--- src/ibc_params.svh ---
// Purpose: register indices, field positions, reset values and counts
// Assumes: 32-bit register bus, each register one aligned word at index*4
// Notes: definitions only
`ifndef IBC_PARAMS_SVH
`define IBC_PARAMS_SVH

// ****************************************
// register indices (byte address = index*4)
// ****************************************
`define IBC_IDX_CMD_CTRL 6'h04
`define IBC_IDX_DBG_CTRL 6'h08
`define IBC_IDX_BAUD 6'h0A
`define IBC_IDX_IEN_CLR 6'h0C
`define IBC_IDX_IEN_SET 6'h0D
`define IBC_IDX_STATUS 6'h0E

// ****************************************
// field positions
// ****************************************
`define IBC_ACK_BIT 18
`define IBC_CMD_HI 17
`define IBC_CMD_LO 16
`define IBC_QUICK_BIT 9
`define IBC_SMART_BIT 8
`define IBC_HALT_BIT 0
`define IBC_LOWDIV_HI 15
`define IBC_LOWDIV_LO 8
`define IBC_DIV_HI 7
`define IBC_DIV_LO 0
`define IBC_RD_FLAG_BIT 1
`define IBC_WR_FLAG_BIT 0
`define IBC_SYNC_BIT 2

// ****************************************
// reset values and counts
// ****************************************
`define IBC_RST_CMD_CTRL 32'h0000_0000
`define IBC_RST_DBG_CTRL 8'h00
`define IBC_RST_BAUD 16'h0000
`define IBC_RST_IEN 2'h0
`define IBC_SYNC_W 3
`define IBC_SYNC_CYCLES 3'h3
`define IBC_RESP_OKAY 2'h0
`define IBC_RESP_SLVERR 2'h2

`endif

--- src/ibc_pkg.sv ---
// Purpose: shared types of the two-wire host command and bit-rate block
// Assumes: ibc_params.svh on the include path
// Notes: types only, numbers live in the header
`include "ibc_params.svh"
`default_nettype none

package ibc_pkg;

	typedef enum logic [1:0] {
		IBC_CMD_NONE = 2'b00,
		IBC_CMD_RESTART = 2'b01,
		IBC_CMD_READ = 2'b10,
		IBC_CMD_STOP = 2'b11
	} ibc_cmd_t;

	typedef enum logic [2:0] {
		IBC_SEL_NONE = 3'b000,
		IBC_SEL_CMD = 3'b001,
		IBC_SEL_DBG = 3'b010,
		IBC_SEL_BAUD = 3'b011,
		IBC_SEL_CLR = 3'b100,
		IBC_SEL_SET = 3'b101,
		IBC_SEL_STAT = 3'b110
	} ibc_sel_t;

	typedef enum logic {
		IBC_PH_LOW = 1'b0,
		IBC_PH_HIGH = 1'b1
	} ibc_phase_t;

	typedef struct packed {
		ibc_phase_t phase;
		logic [8:0] cnt;
		logic tick;
	} ibc_gen_t;

	typedef struct packed {
		logic aw_got;
		logic [7:0] aw_addr;
		logic w_got;
		logic [31:0] w_data;
		logic [3:0] w_strb;
		logic bvalid;
		logic [1:0] bresp;
		logic rvalid;
		logic [31:0] rdata;
		logic [1:0] rresp;
		logic ack_action;
		logic quick_en;
		logic smart_en;
		logic halt_dbg;
		logic [7:0] div;
		logic [7:0] low_div;
		logic [1:0] irq_en;
		logic rd_flag;
		logic wr_flag;
		logic sync_busy;
		logic [`IBC_SYNC_W-1:0] sync_cnt;
		logic ack_send;
		logic ack_value;
		logic restart;
		logic read_next;
		logic stop;
		logic [1:0] halt_sync;
	} ibc_core_t;

endpackage : ibc_pkg

`default_nettype wire

--- src/ibc_scl_gen.sv ---
// Purpose: SCL high/low period generator driven by the divider fields
// Assumes: run is a same-clock level; periods are divider+1 cycles
// Notes: holds its phase while run is low
`include "ibc_params.svh"
`default_nettype none

module ibc_scl_gen (
	// clock and reset
	input wire logic sys_clk,
	input wire logic rst_n,
	// control
	input wire logic run,
	input wire logic [7:0] div,
	input wire logic [7:0] low_div,
	// outputs
	output logic scl_low,
	output logic phase_tick
);
	import ibc_pkg::*;

	ibc_gen_t state_reg;
	ibc_gen_t state_next;
	logic [8:0] limit;

	// ****************************************
	// period selection
	// ****************************************
	always_comb begin
		if (state_reg.phase == IBC_PH_LOW && low_div != 8'h00) begin
			limit = {1'b0, low_div};
		end else begin
			limit = {1'b0, div};
		end
	end

	always_comb begin
		state_next = state_reg;
		state_next.tick = 1'b0;
		// a halted generator keeps its count so the bit resumes where it stopped
		if (run) begin
			if (state_reg.cnt >= limit) begin
				state_next.cnt = 9'h000;
				state_next.tick = 1'b1;
				state_next.phase = (state_reg.phase == IBC_PH_LOW) ? IBC_PH_HIGH : IBC_PH_LOW;
			end else begin
				state_next.cnt = state_reg.cnt + 9'h001;
			end
		end
	end

	always_ff @(posedge sys_clk) begin
		if (!rst_n) begin
			state_reg <= '{phase: IBC_PH_LOW, cnt: 9'h000, tick: 1'b0};
		end else begin
			state_reg <= state_next;
		end
	end

	assign scl_low = (state_reg.phase == IBC_PH_LOW);
	assign phase_tick = state_reg.tick;

endmodule : ibc_scl_gen

`default_nettype wire

--- src/ibc_host_ctrl.sv ---
// Purpose: command, acknowledge, smart read, byte flags, sync busy, bit rate and irq enables
// Assumes: bus engine events arrive as same-clock pulses; debug halt is asynchronous
// Notes: registers over AXI4-Lite, one write and one read outstanding
`include "ibc_params.svh"
`default_nettype none

module ibc_host_ctrl (
	// clock and reset
	input wire logic sys_clk,
	input wire logic rst_n,
	// axi4-lite write address
	input wire logic [7:0] s_axi_awaddr,
	input wire logic s_axi_awvalid,
	output logic s_axi_awready,
	// axi4-lite write data
	input wire logic [31:0] s_axi_wdata,
	input wire logic [3:0] s_axi_wstrb,
	input wire logic s_axi_wvalid,
	output logic s_axi_wready,
	// axi4-lite write response
	output logic [1:0] s_axi_bresp,
	output logic s_axi_bvalid,
	input wire logic s_axi_bready,
	// axi4-lite read address
	input wire logic [7:0] s_axi_araddr,
	input wire logic s_axi_arvalid,
	output logic s_axi_arready,
	// axi4-lite read data
	output logic [31:0] s_axi_rdata,
	output logic [1:0] s_axi_rresp,
	output logic s_axi_rvalid,
	input wire logic s_axi_rready,
	// neighbouring controller logic
	input wire logic ctrl_enable,
	input wire logic host_read_dir,
	input wire logic byte_rx_ok,
	input wire logic byte_tx_done,
	input wire logic addr_write,
	input wire logic data_write,
	input wire logic data_read,
	// debugger
	input wire logic dbg_halted,
	// bus engine controls
	output logic ack_action,
	output logic ack_send,
	output logic ack_value,
	output logic cmd_restart,
	output logic cmd_read_next,
	output logic cmd_stop,
	output logic quick_transfer_enable,
	output logic smart_read_ack_enable,
	output logic host_read_byte_flag,
	output logic host_write_byte_flag,
	output logic sync_system_op,
	output logic [1:0] irq_enable,
	output logic scl_low,
	output logic scl_phase_tick
);
	import ibc_pkg::*;

	ibc_core_t st_reg;
	ibc_core_t st_next;
	logic gen_run;

	// ****************************************
	// helpers
	// ****************************************
	function automatic ibc_sel_t ibc_decode(input logic [7:0] addr);
		ibc_sel_t sel;
		sel = IBC_SEL_NONE;
		if (addr[1:0] == 2'b00) begin
			unique case (addr[7:2])
				`IBC_IDX_CMD_CTRL: sel = IBC_SEL_CMD;
				`IBC_IDX_DBG_CTRL: sel = IBC_SEL_DBG;
				`IBC_IDX_BAUD: sel = IBC_SEL_BAUD;
				`IBC_IDX_IEN_CLR: sel = IBC_SEL_CLR;
				`IBC_IDX_IEN_SET: sel = IBC_SEL_SET;
				`IBC_IDX_STATUS: sel = IBC_SEL_STAT;
				default: sel = IBC_SEL_NONE;
			endcase
		end
		return sel;
	endfunction : ibc_decode

	function automatic logic [31:0] ibc_read_word(input ibc_core_t s, input ibc_sel_t sel);
		logic [31:0] w;
		w = 32'h0000_0000;
		unique case (sel)
			IBC_SEL_CMD: begin
				// command field reads zero
				w[`IBC_ACK_BIT] = s.ack_action;
				w[`IBC_QUICK_BIT] = s.quick_en;
				w[`IBC_SMART_BIT] = s.smart_en;
			end
			IBC_SEL_DBG: w[`IBC_HALT_BIT] = s.halt_dbg;
			IBC_SEL_BAUD: begin
				w[`IBC_LOWDIV_HI:`IBC_LOWDIV_LO] = s.low_div;
				w[`IBC_DIV_HI:`IBC_DIV_LO] = s.div;
			end
			IBC_SEL_CLR, IBC_SEL_SET: begin
				w[`IBC_RD_FLAG_BIT] = s.irq_en[1];
				w[`IBC_WR_FLAG_BIT] = s.irq_en[0];
			end
			IBC_SEL_STAT: begin
				w[`IBC_RD_FLAG_BIT] = s.rd_flag;
				w[`IBC_WR_FLAG_BIT] = s.wr_flag;
				w[`IBC_SYNC_BIT] = s.sync_busy;
			end
			IBC_SEL_NONE: w = 32'h0000_0000;
		endcase
		return w;
	endfunction : ibc_read_word

	// ****************************************
	// next state
	// ****************************************
	always_comb begin
		ibc_sel_t wsel;
		ibc_sel_t rsel;
		ibc_cmd_t cmd;
		logic clr_flags;
		logic cmd_ok;
		logic ack_now;
		wsel = IBC_SEL_NONE;
		rsel = IBC_SEL_NONE;
		cmd = IBC_CMD_NONE;
		clr_flags = 1'b0;
		cmd_ok = 1'b0;
		ack_now = st_reg.ack_action;
		st_next = st_reg;
		st_next.ack_send = 1'b0;
		st_next.restart = 1'b0;
		st_next.read_next = 1'b0;
		st_next.stop = 1'b0;
		st_next.halt_sync = {st_reg.halt_sync[0], dbg_halted};

		// write channel capture, either order
		if (s_axi_awvalid && s_axi_awready) begin
			st_next.aw_got = 1'b1;
			st_next.aw_addr = s_axi_awaddr;
		end
		if (s_axi_wvalid && s_axi_wready) begin
			st_next.w_got = 1'b1;
			st_next.w_data = s_axi_wdata;
			st_next.w_strb = s_axi_wstrb;
		end
		if (st_reg.bvalid && s_axi_bready) begin
			st_next.bvalid = 1'b0;
		end

		// write execution once both halves are held
		if (st_reg.aw_got && st_reg.w_got) begin
			wsel = ibc_decode(st_reg.aw_addr);
			st_next.aw_got = 1'b0;
			st_next.w_got = 1'b0;
			st_next.bvalid = 1'b1;
			st_next.bresp = (wsel == IBC_SEL_NONE) ? `IBC_RESP_SLVERR : `IBC_RESP_OKAY;
			unique case (wsel)
				IBC_SEL_CMD: begin
					if (st_reg.w_strb[2]) begin
						// acknowledge bit lands first so the command uses it
						ack_now = st_reg.w_data[`IBC_ACK_BIT];
						st_next.ack_action = ack_now;
						cmd = ibc_cmd_t'(st_reg.w_data[`IBC_CMD_HI:`IBC_CMD_LO]);
					end
					if (st_reg.w_strb[1] && !ctrl_enable) begin
						st_next.quick_en = st_reg.w_data[`IBC_QUICK_BIT];
						st_next.smart_en = st_reg.w_data[`IBC_SMART_BIT];
					end
				end
				IBC_SEL_DBG: begin
					if (st_reg.w_strb[0]) begin
						st_next.halt_dbg = st_reg.w_data[`IBC_HALT_BIT];
					end
				end
				IBC_SEL_BAUD: begin
					// divider is enable-protected
					if (st_reg.w_strb[0] && !ctrl_enable) begin
						st_next.div = st_reg.w_data[`IBC_DIV_HI:`IBC_DIV_LO];
					end
					if (st_reg.w_strb[1] && !ctrl_enable) begin
						st_next.low_div = st_reg.w_data[`IBC_LOWDIV_HI:`IBC_LOWDIV_LO];
					end
				end
				IBC_SEL_CLR: begin
					if (st_reg.w_strb[0]) begin
						st_next.irq_en = st_reg.irq_en & ~st_reg.w_data[`IBC_RD_FLAG_BIT:`IBC_WR_FLAG_BIT];
					end
				end
				IBC_SEL_SET: begin
					if (st_reg.w_strb[0]) begin
						st_next.irq_en = st_reg.irq_en | st_reg.w_data[`IBC_RD_FLAG_BIT:`IBC_WR_FLAG_BIT];
					end
				end
				IBC_SEL_STAT, IBC_SEL_NONE: begin
					st_next.bresp = st_next.bresp;
				end
			endcase
		end

		// command execution
		cmd_ok = (cmd != IBC_CMD_NONE) && (st_reg.rd_flag || st_reg.wr_flag);
		if (cmd_ok) begin
			st_next.sync_busy = 1'b1;
			st_next.sync_cnt = `IBC_SYNC_CYCLES;
			st_next.ack_value = ack_now;
			unique case (cmd)
				IBC_CMD_RESTART: begin
					st_next.ack_send = host_read_dir;
					st_next.restart = 1'b1;
					clr_flags = 1'b1;
				end
				IBC_CMD_READ: begin
					if (host_read_dir) begin
						st_next.ack_send = 1'b1;
						st_next.read_next = 1'b1;
						clr_flags = 1'b1;
					end
				end
				IBC_CMD_STOP: begin
					st_next.ack_send = host_read_dir;
					st_next.stop = 1'b1;
					clr_flags = 1'b1;
				end
				IBC_CMD_NONE: clr_flags = 1'b0;
			endcase
		end else if (st_reg.sync_busy) begin
			if (st_reg.sync_cnt == '0) begin
				st_next.sync_busy = 1'b0;
			end else begin
				st_next.sync_cnt = st_reg.sync_cnt - `IBC_SYNC_W'(1);
			end
		end

		// smart-mode read sends the acknowledge without a command
		if (data_read && st_reg.smart_en && st_reg.rd_flag && host_read_dir && !cmd_ok) begin
			st_next.ack_send = 1'b1;
			st_next.ack_value = ack_now;
			clr_flags = 1'b1;
		end

		// byte flags: releases first, then sets, so a new event is never lost
		if (clr_flags || addr_write || data_write) begin
			st_next.rd_flag = 1'b0;
			st_next.wr_flag = 1'b0;
		end
		if (byte_rx_ok) begin
			st_next.rd_flag = 1'b1;
		end
		if (byte_tx_done) begin
			st_next.wr_flag = 1'b1;
		end

		// read channel
		if (st_reg.rvalid && s_axi_rready) begin
			st_next.rvalid = 1'b0;
		end
		if (s_axi_arvalid && s_axi_arready) begin
			rsel = ibc_decode(s_axi_araddr);
			st_next.rvalid = 1'b1;
			st_next.rdata = ibc_read_word(st_reg, rsel);
			st_next.rresp = (rsel == IBC_SEL_NONE) ? `IBC_RESP_SLVERR : `IBC_RESP_OKAY;
		end
	end

	// ****************************************
	// state register
	// ****************************************
	always_ff @(posedge sys_clk) begin
		if (!rst_n) begin
			st_reg <= '0;
			st_reg.ack_action <= 1'(`IBC_RST_CMD_CTRL >> `IBC_ACK_BIT);
			st_reg.halt_dbg <= 1'(`IBC_RST_DBG_CTRL >> `IBC_HALT_BIT);
			st_reg.div <= 8'(`IBC_RST_BAUD >> `IBC_DIV_LO);
			st_reg.low_div <= 8'(`IBC_RST_BAUD >> `IBC_LOWDIV_LO);
			st_reg.irq_en <= `IBC_RST_IEN;
		end else begin
			st_reg <= st_next;
		end
	end

	// ****************************************
	// bit-rate generator
	// ****************************************
	// clock stretch: either flag stops the generator, holding SCL in its current phase
	assign gen_run = ctrl_enable && !(st_reg.halt_dbg && st_reg.halt_sync[1])
		&& !st_reg.rd_flag && !st_reg.wr_flag;

	ibc_scl_gen u_scl_gen (
		.sys_clk(sys_clk),
		.rst_n(rst_n),
		.run(gen_run),
		.div(st_reg.div),
		.low_div(st_reg.low_div),
		.scl_low(scl_low),
		.phase_tick(scl_phase_tick)
	);

	// ****************************************
	// outputs
	// ****************************************
	assign s_axi_awready = !st_reg.aw_got && !st_reg.bvalid;
	assign s_axi_wready = !st_reg.w_got && !st_reg.bvalid;
	assign s_axi_bvalid = st_reg.bvalid;
	assign s_axi_bresp = st_reg.bresp;
	assign s_axi_arready = !st_reg.rvalid;
	assign s_axi_rvalid = st_reg.rvalid;
	assign s_axi_rdata = st_reg.rdata;
	assign s_axi_rresp = st_reg.rresp;
	assign ack_action = st_reg.ack_action;
	assign ack_send = st_reg.ack_send;
	assign ack_value = st_reg.ack_value;
	assign cmd_restart = st_reg.restart;
	assign cmd_read_next = st_reg.read_next;
	assign cmd_stop = st_reg.stop;
	assign quick_transfer_enable = st_reg.quick_en;
	assign smart_read_ack_enable = st_reg.smart_en;
	assign host_read_byte_flag = st_reg.rd_flag;
	assign host_write_byte_flag = st_reg.wr_flag;
	assign sync_system_op = st_reg.sync_busy;
	assign irq_enable = st_reg.irq_en;

endmodule : ibc_host_ctrl

`default_nettype wire

--- config.mk ---
export PLATFORM = sky130hd
export DESIGN_NAME = ibc_host_ctrl
export DESIGN_NICKNAME = d
export VERILOG_FILES = /design/src/ibc_pkg.sv /design/src/ibc_scl_gen.sv /design/src/ibc_host_ctrl.sv
export VERILOG_INCLUDE_DIRS = /design/src
export SDC_FILE = /design/constraint.sdc
export NUM_CORES = 1
export LEC_CHECK = 0
export BUFFER_PORTS_ARGS = -buffer_cell sky130_fd_sc_hd__buf_2
export CAP_MARGIN = 20
export CORE_MARGIN = 1
export CORE_UTILIZATION = 51
export CTS_CLUSTER_SIZE = 20
export DETAILED_ROUTE_END_ITERATION = 12
export PLACE_DENSITY_LB_ADDON = 0.08
export SYNTH_ARGS = -nofsm -noshare
export SYNTH_HDL_FRONTEND = slang
export SYNTH_SLANG_ARGS = --single-unit
--- constraint.sdc ---
create_clock -name sys_clk -period 3 [get_ports sys_clk]
set_input_delay 0.6 -clock sys_clk [delete_from_list [all_inputs] [get_ports sys_clk]]
set_output_delay 0.6 -clock sys_clk [all_outputs]
set_load 0.01 [all_outputs]
==> flow_summary_export.csv <==
group,metric,value,unit
outcome,run_status,"completed",
power_and_ir_drop,worst_ir_drop_vdd,0.271,mV
sta,maxClockFrequency,0.380,GHz
global_route,grtUsageTotal,21.1,%
cells_and_area,max_ffs_per_register,53,
yosys,dominant_cells_by_area_after_synthesis,"dfxtp_1, nand2_1, mux2i_1",
global_route,largest_net_degree_at_the_start_of_global_routing,56,
cells_and_area,drive_above_1_share,20.0,%
floorplanning,placeableCoreArea,8720,um^2
sta,slew_violations,0,
cells_and_area,num-nets-final,661,
cells_and_area,antenna_cells,0,
place,detailed_place.area,4940,um^2
yosys,syn_area,4610,um^2
worst_setup_path,r2r.worst_path.cells,9,
sta,rsz0062_at_grt,"no",
drt,detailroute.via_count,3591,
drt,detail_route.vias_per_cell,5.15,
worst_setup_path,r2r_start,"st_reg[18]$_SDFFE_PN0P_",
clock_tree,cts_hold_buf,0,
job,max_cap_violations,0,
global_route,grt_overflow_total,0,
cells_and_area,most-common-layout-cells,"dfxtp_1, buf_2, nand2_1",
sta,final.hold.worst_slack,0.448,ns
power_and_ir_drop,power-per-cell-area,478,nW/um^2
yosys,ys_seq_elements,99,
worst_setup_path,worstSetupEndpointType,"register",
floorplanning,fp.dieArea,9420,um^2
drt,first_pass_iteration_count_of_the_detailed_router,5,
yosys,ys_async_sr_fraction,0,%
drt,routed_wirelength,9540,um
worst_setup_path,crit_path_start_kind,"register",
floorplanning,fp-row-count,34,
worst_setup_path,critical_path.endpoint,"u_scl_gen.state_reg[7]$_SDFFE_PN0P_",
yosys,yosys_warnings,0,
cells_and_area,leading_cell_type_in_the_layout_fill_and_taps_excluded,"dfxtp_1",
worst_setup_path,setup.worst_path.start,"st_reg[18]$_SDFFE_PN0P_",
cells_and_area,layout-area-overhead-vs-synth,11.5,%
cells_and_area,fill_cells,810,
global_route,first_pass_grt_wire_length,16200,um
clock_tree,cts.root.buffer_cell,"clkbuf_8",
sta,finalClockSkew,0.00827,ns
cells_and_area,multiInputGateArea,2300,um^2
sta,timing.max_slew.rel_slack,43.8,%
sta,worst_slew_pin_slew,0.843,ns
floorplanning,initial_core_util,52.8,%
sta,fin_tns_setup,0,ns
yosys,synth_top_area_share,43.0,%
worst_setup_path,required,3.29,ns
worst_hold_path,worstHoldPathType,"in -> reg",
sta,final_min_period_over_clock_period,87.6,%
drt,drc_errors,0,
floorplanning,die_width,97.0,um
yosys,synth_seq_area_share,43.0,%
clock_tree,clock_tree_from_tritoncts,"done",
worst_setup_path,worstReg2RegEnd,"u_scl_gen.state_reg[7]$_SDFFE_PN0P_",
place,post-dp-hpwl,7080,um
worst_setup_path,critical_path_peak_fanout,6,
sta,setup_violations,0,
yosys,synth.distinct_cells,46,
clock_tree,cts-buffers-inserted,9,
yosys,synth_cells,518,
drt,detail_route.iter0.violations,163,
drt,drt-wirelength-per-cell,13.7,um
clock_tree,postCtsSetupBuffers,0,
clock_tree,clk_sink_count,99,
place,gp_routability_congestion,0.779,
place,io_buffers,91,
worst_setup_path,reg2reg_setup_slack,0.37,ns
clock_tree,clk_latency,0.36,ns
power_and_ir_drop,leakagePower,2.20,nW
global_route,initial_antenna_violation_count,0,
floorplanning,ios,123,
drt,number_of_routed_nets_with_antenna_violations,0,
worst_setup_path,setup.worst_path.class,"reg -> reg",
floorplanning,dieHeight,97.0,um
cells_and_area,register_area,1980,um^2
sta,final_hold_viol_count,0,
global_route,first_global_vias,3384,
worst_setup_path,critical_path_arrival,2.92,ns
yosys,synth_area_leader_cell,"dfxtp_1",
sta,post-route-min-period,2.63,ns
yosys,postSynthAreaPerCell,8.89,um^2
cells_and_area,postLayoutCellArea,5140,um^2
yosys,ys_dominant_reg_cell,"dfxtp_1",
clock_tree,postCtsResizedCells,0,
clock_tree,clock_tree.htree_level_count,3,
yosys,number_of_synthesized_flops_with_an_enable_pin,0,
clock_tree,cts-root-to-sink-buffers,2,
clock_tree,cts.reportedPaths.clkPinSlew,0.09,ns
==> worst max-delay path, cell delays in order (launching register included) <==
cell and delay, ns:
dfxtp_1 0.35, nor4_1 0.32, a21oi_1 0.14, mux2_2 0.29
ha_1 0.26, nand2b_1 0.14, a211o_1 0.28, a21oi_1 0.33
o21ai_1 0.25, nor2_1 0.19
==> power by group <==
part / internal (W) / switching (W)
sequential: 0.00135 / 0.0000320
clock: 0.000408 / 0.000451
combinational: 0.0000891 / 0.000125
==> synthesized netlist by cell type (2+ instances only) <==
master	number
a211oi_1	2
a21boi_0	39
a21oi_1	5
a22o_1	2
a22oi_1	13
a31oi_1	2
and2_1	9
and3_1	6
buf_4	38
clkbuf_1	20
dfxtp_1	99
ha_1	10
inv_1	7
mux2i_1	33
nand2_1	89
nand2b_1	7
nand3_1	9
nand4_1	8
nor2_1	24
nor2b_1	39
nor3_1	4
nor3b_1	2
nor4_1	5
nor4bb_1	2
o211ai_1	3
o21ai_0	13
or4_2	2
or4_4	3
xor2_1	6
==> worst min path at each step <==
stage                     startpoint                           endpoint  slack (ns)  depth (start not counted)
3_5_place_dp   st_next[1]$_SDFF_PN0_               st_reg[1]$_SDFF_PN0_        0.43                          1
6_report                byte_tx_done  host_write_byte_flag$_SDFFE_PN0P_        0.45                          2
4_1_cts                 byte_tx_done  host_write_byte_flag$_SDFFE_PN0P_        0.43                          2
2_1_floorplan  st_next[1]$_SDFF_PN0_               st_reg[1]$_SDFF_PN0_        0.41                          1
3_3_place_gp   st_next[1]$_SDFF_PN0_               st_reg[1]$_SDFF_PN0_        0.43                          1
5_1_grt                   byte_rx_ok   host_read_byte_flag$_SDFFE_PN0P_        0.43                          2
==> routing by layer <==
layer  part of all wire, %  vias up  track usage, %
li1                      -     1858               -
met1                    52     1636            30.6
met2                    42       95            31.6
met3                   5.2        2            3.83
met4                  0.32        0            7.23
met5                     0        -               0
==> layout make-up <==
| type | count | share of cell area, % |
|---|---|---|
| clock buffers | 12 | 2.83 |
| clock inverters | 4 | 0.974 |
| inverters | 7 | 0.511 |
| multi-input cells | 370 | 44.7 |
| flip-flops and latches | 99 | 38.6 |
| well taps | 108 | 2.63 |
| repair buffers | 97 | 9.74 |
==> metrics by stage <==
| stage | instances | util, % | power, W | setup slack, ns |
|---|---|---|---|---|
| 3_3_place_gp | 681 | 56.7 | 0.00162 | 0.408 |
| 5_1_grt | 697 | 58.9 | 0.00257 | 0.0221 |
| 6_report | 697 | 58.9 | 0.00246 | 0.371 |
| 3_5_place_dp | 681 | 56.7 | 0.00163 | 0.372 |
| 2_1_floorplan | 534 | - | 0.00156 | 0.268 |
| 4_1_cts | 697 | 58.9 | 0.00248 | 0.341 |
==> kinds of logic after synthesis <==
family	synth area share (%)
and+or+nand+nor	23.5
AOI/OAI and AO/OA	13.4
xor gates and xnor gates	1.33
buffers and inverters	8.39
muxes	7.41
other	0.0814
adders and majority gates	2.93
DFF	43.0
(Power assumes the default switching activity.)
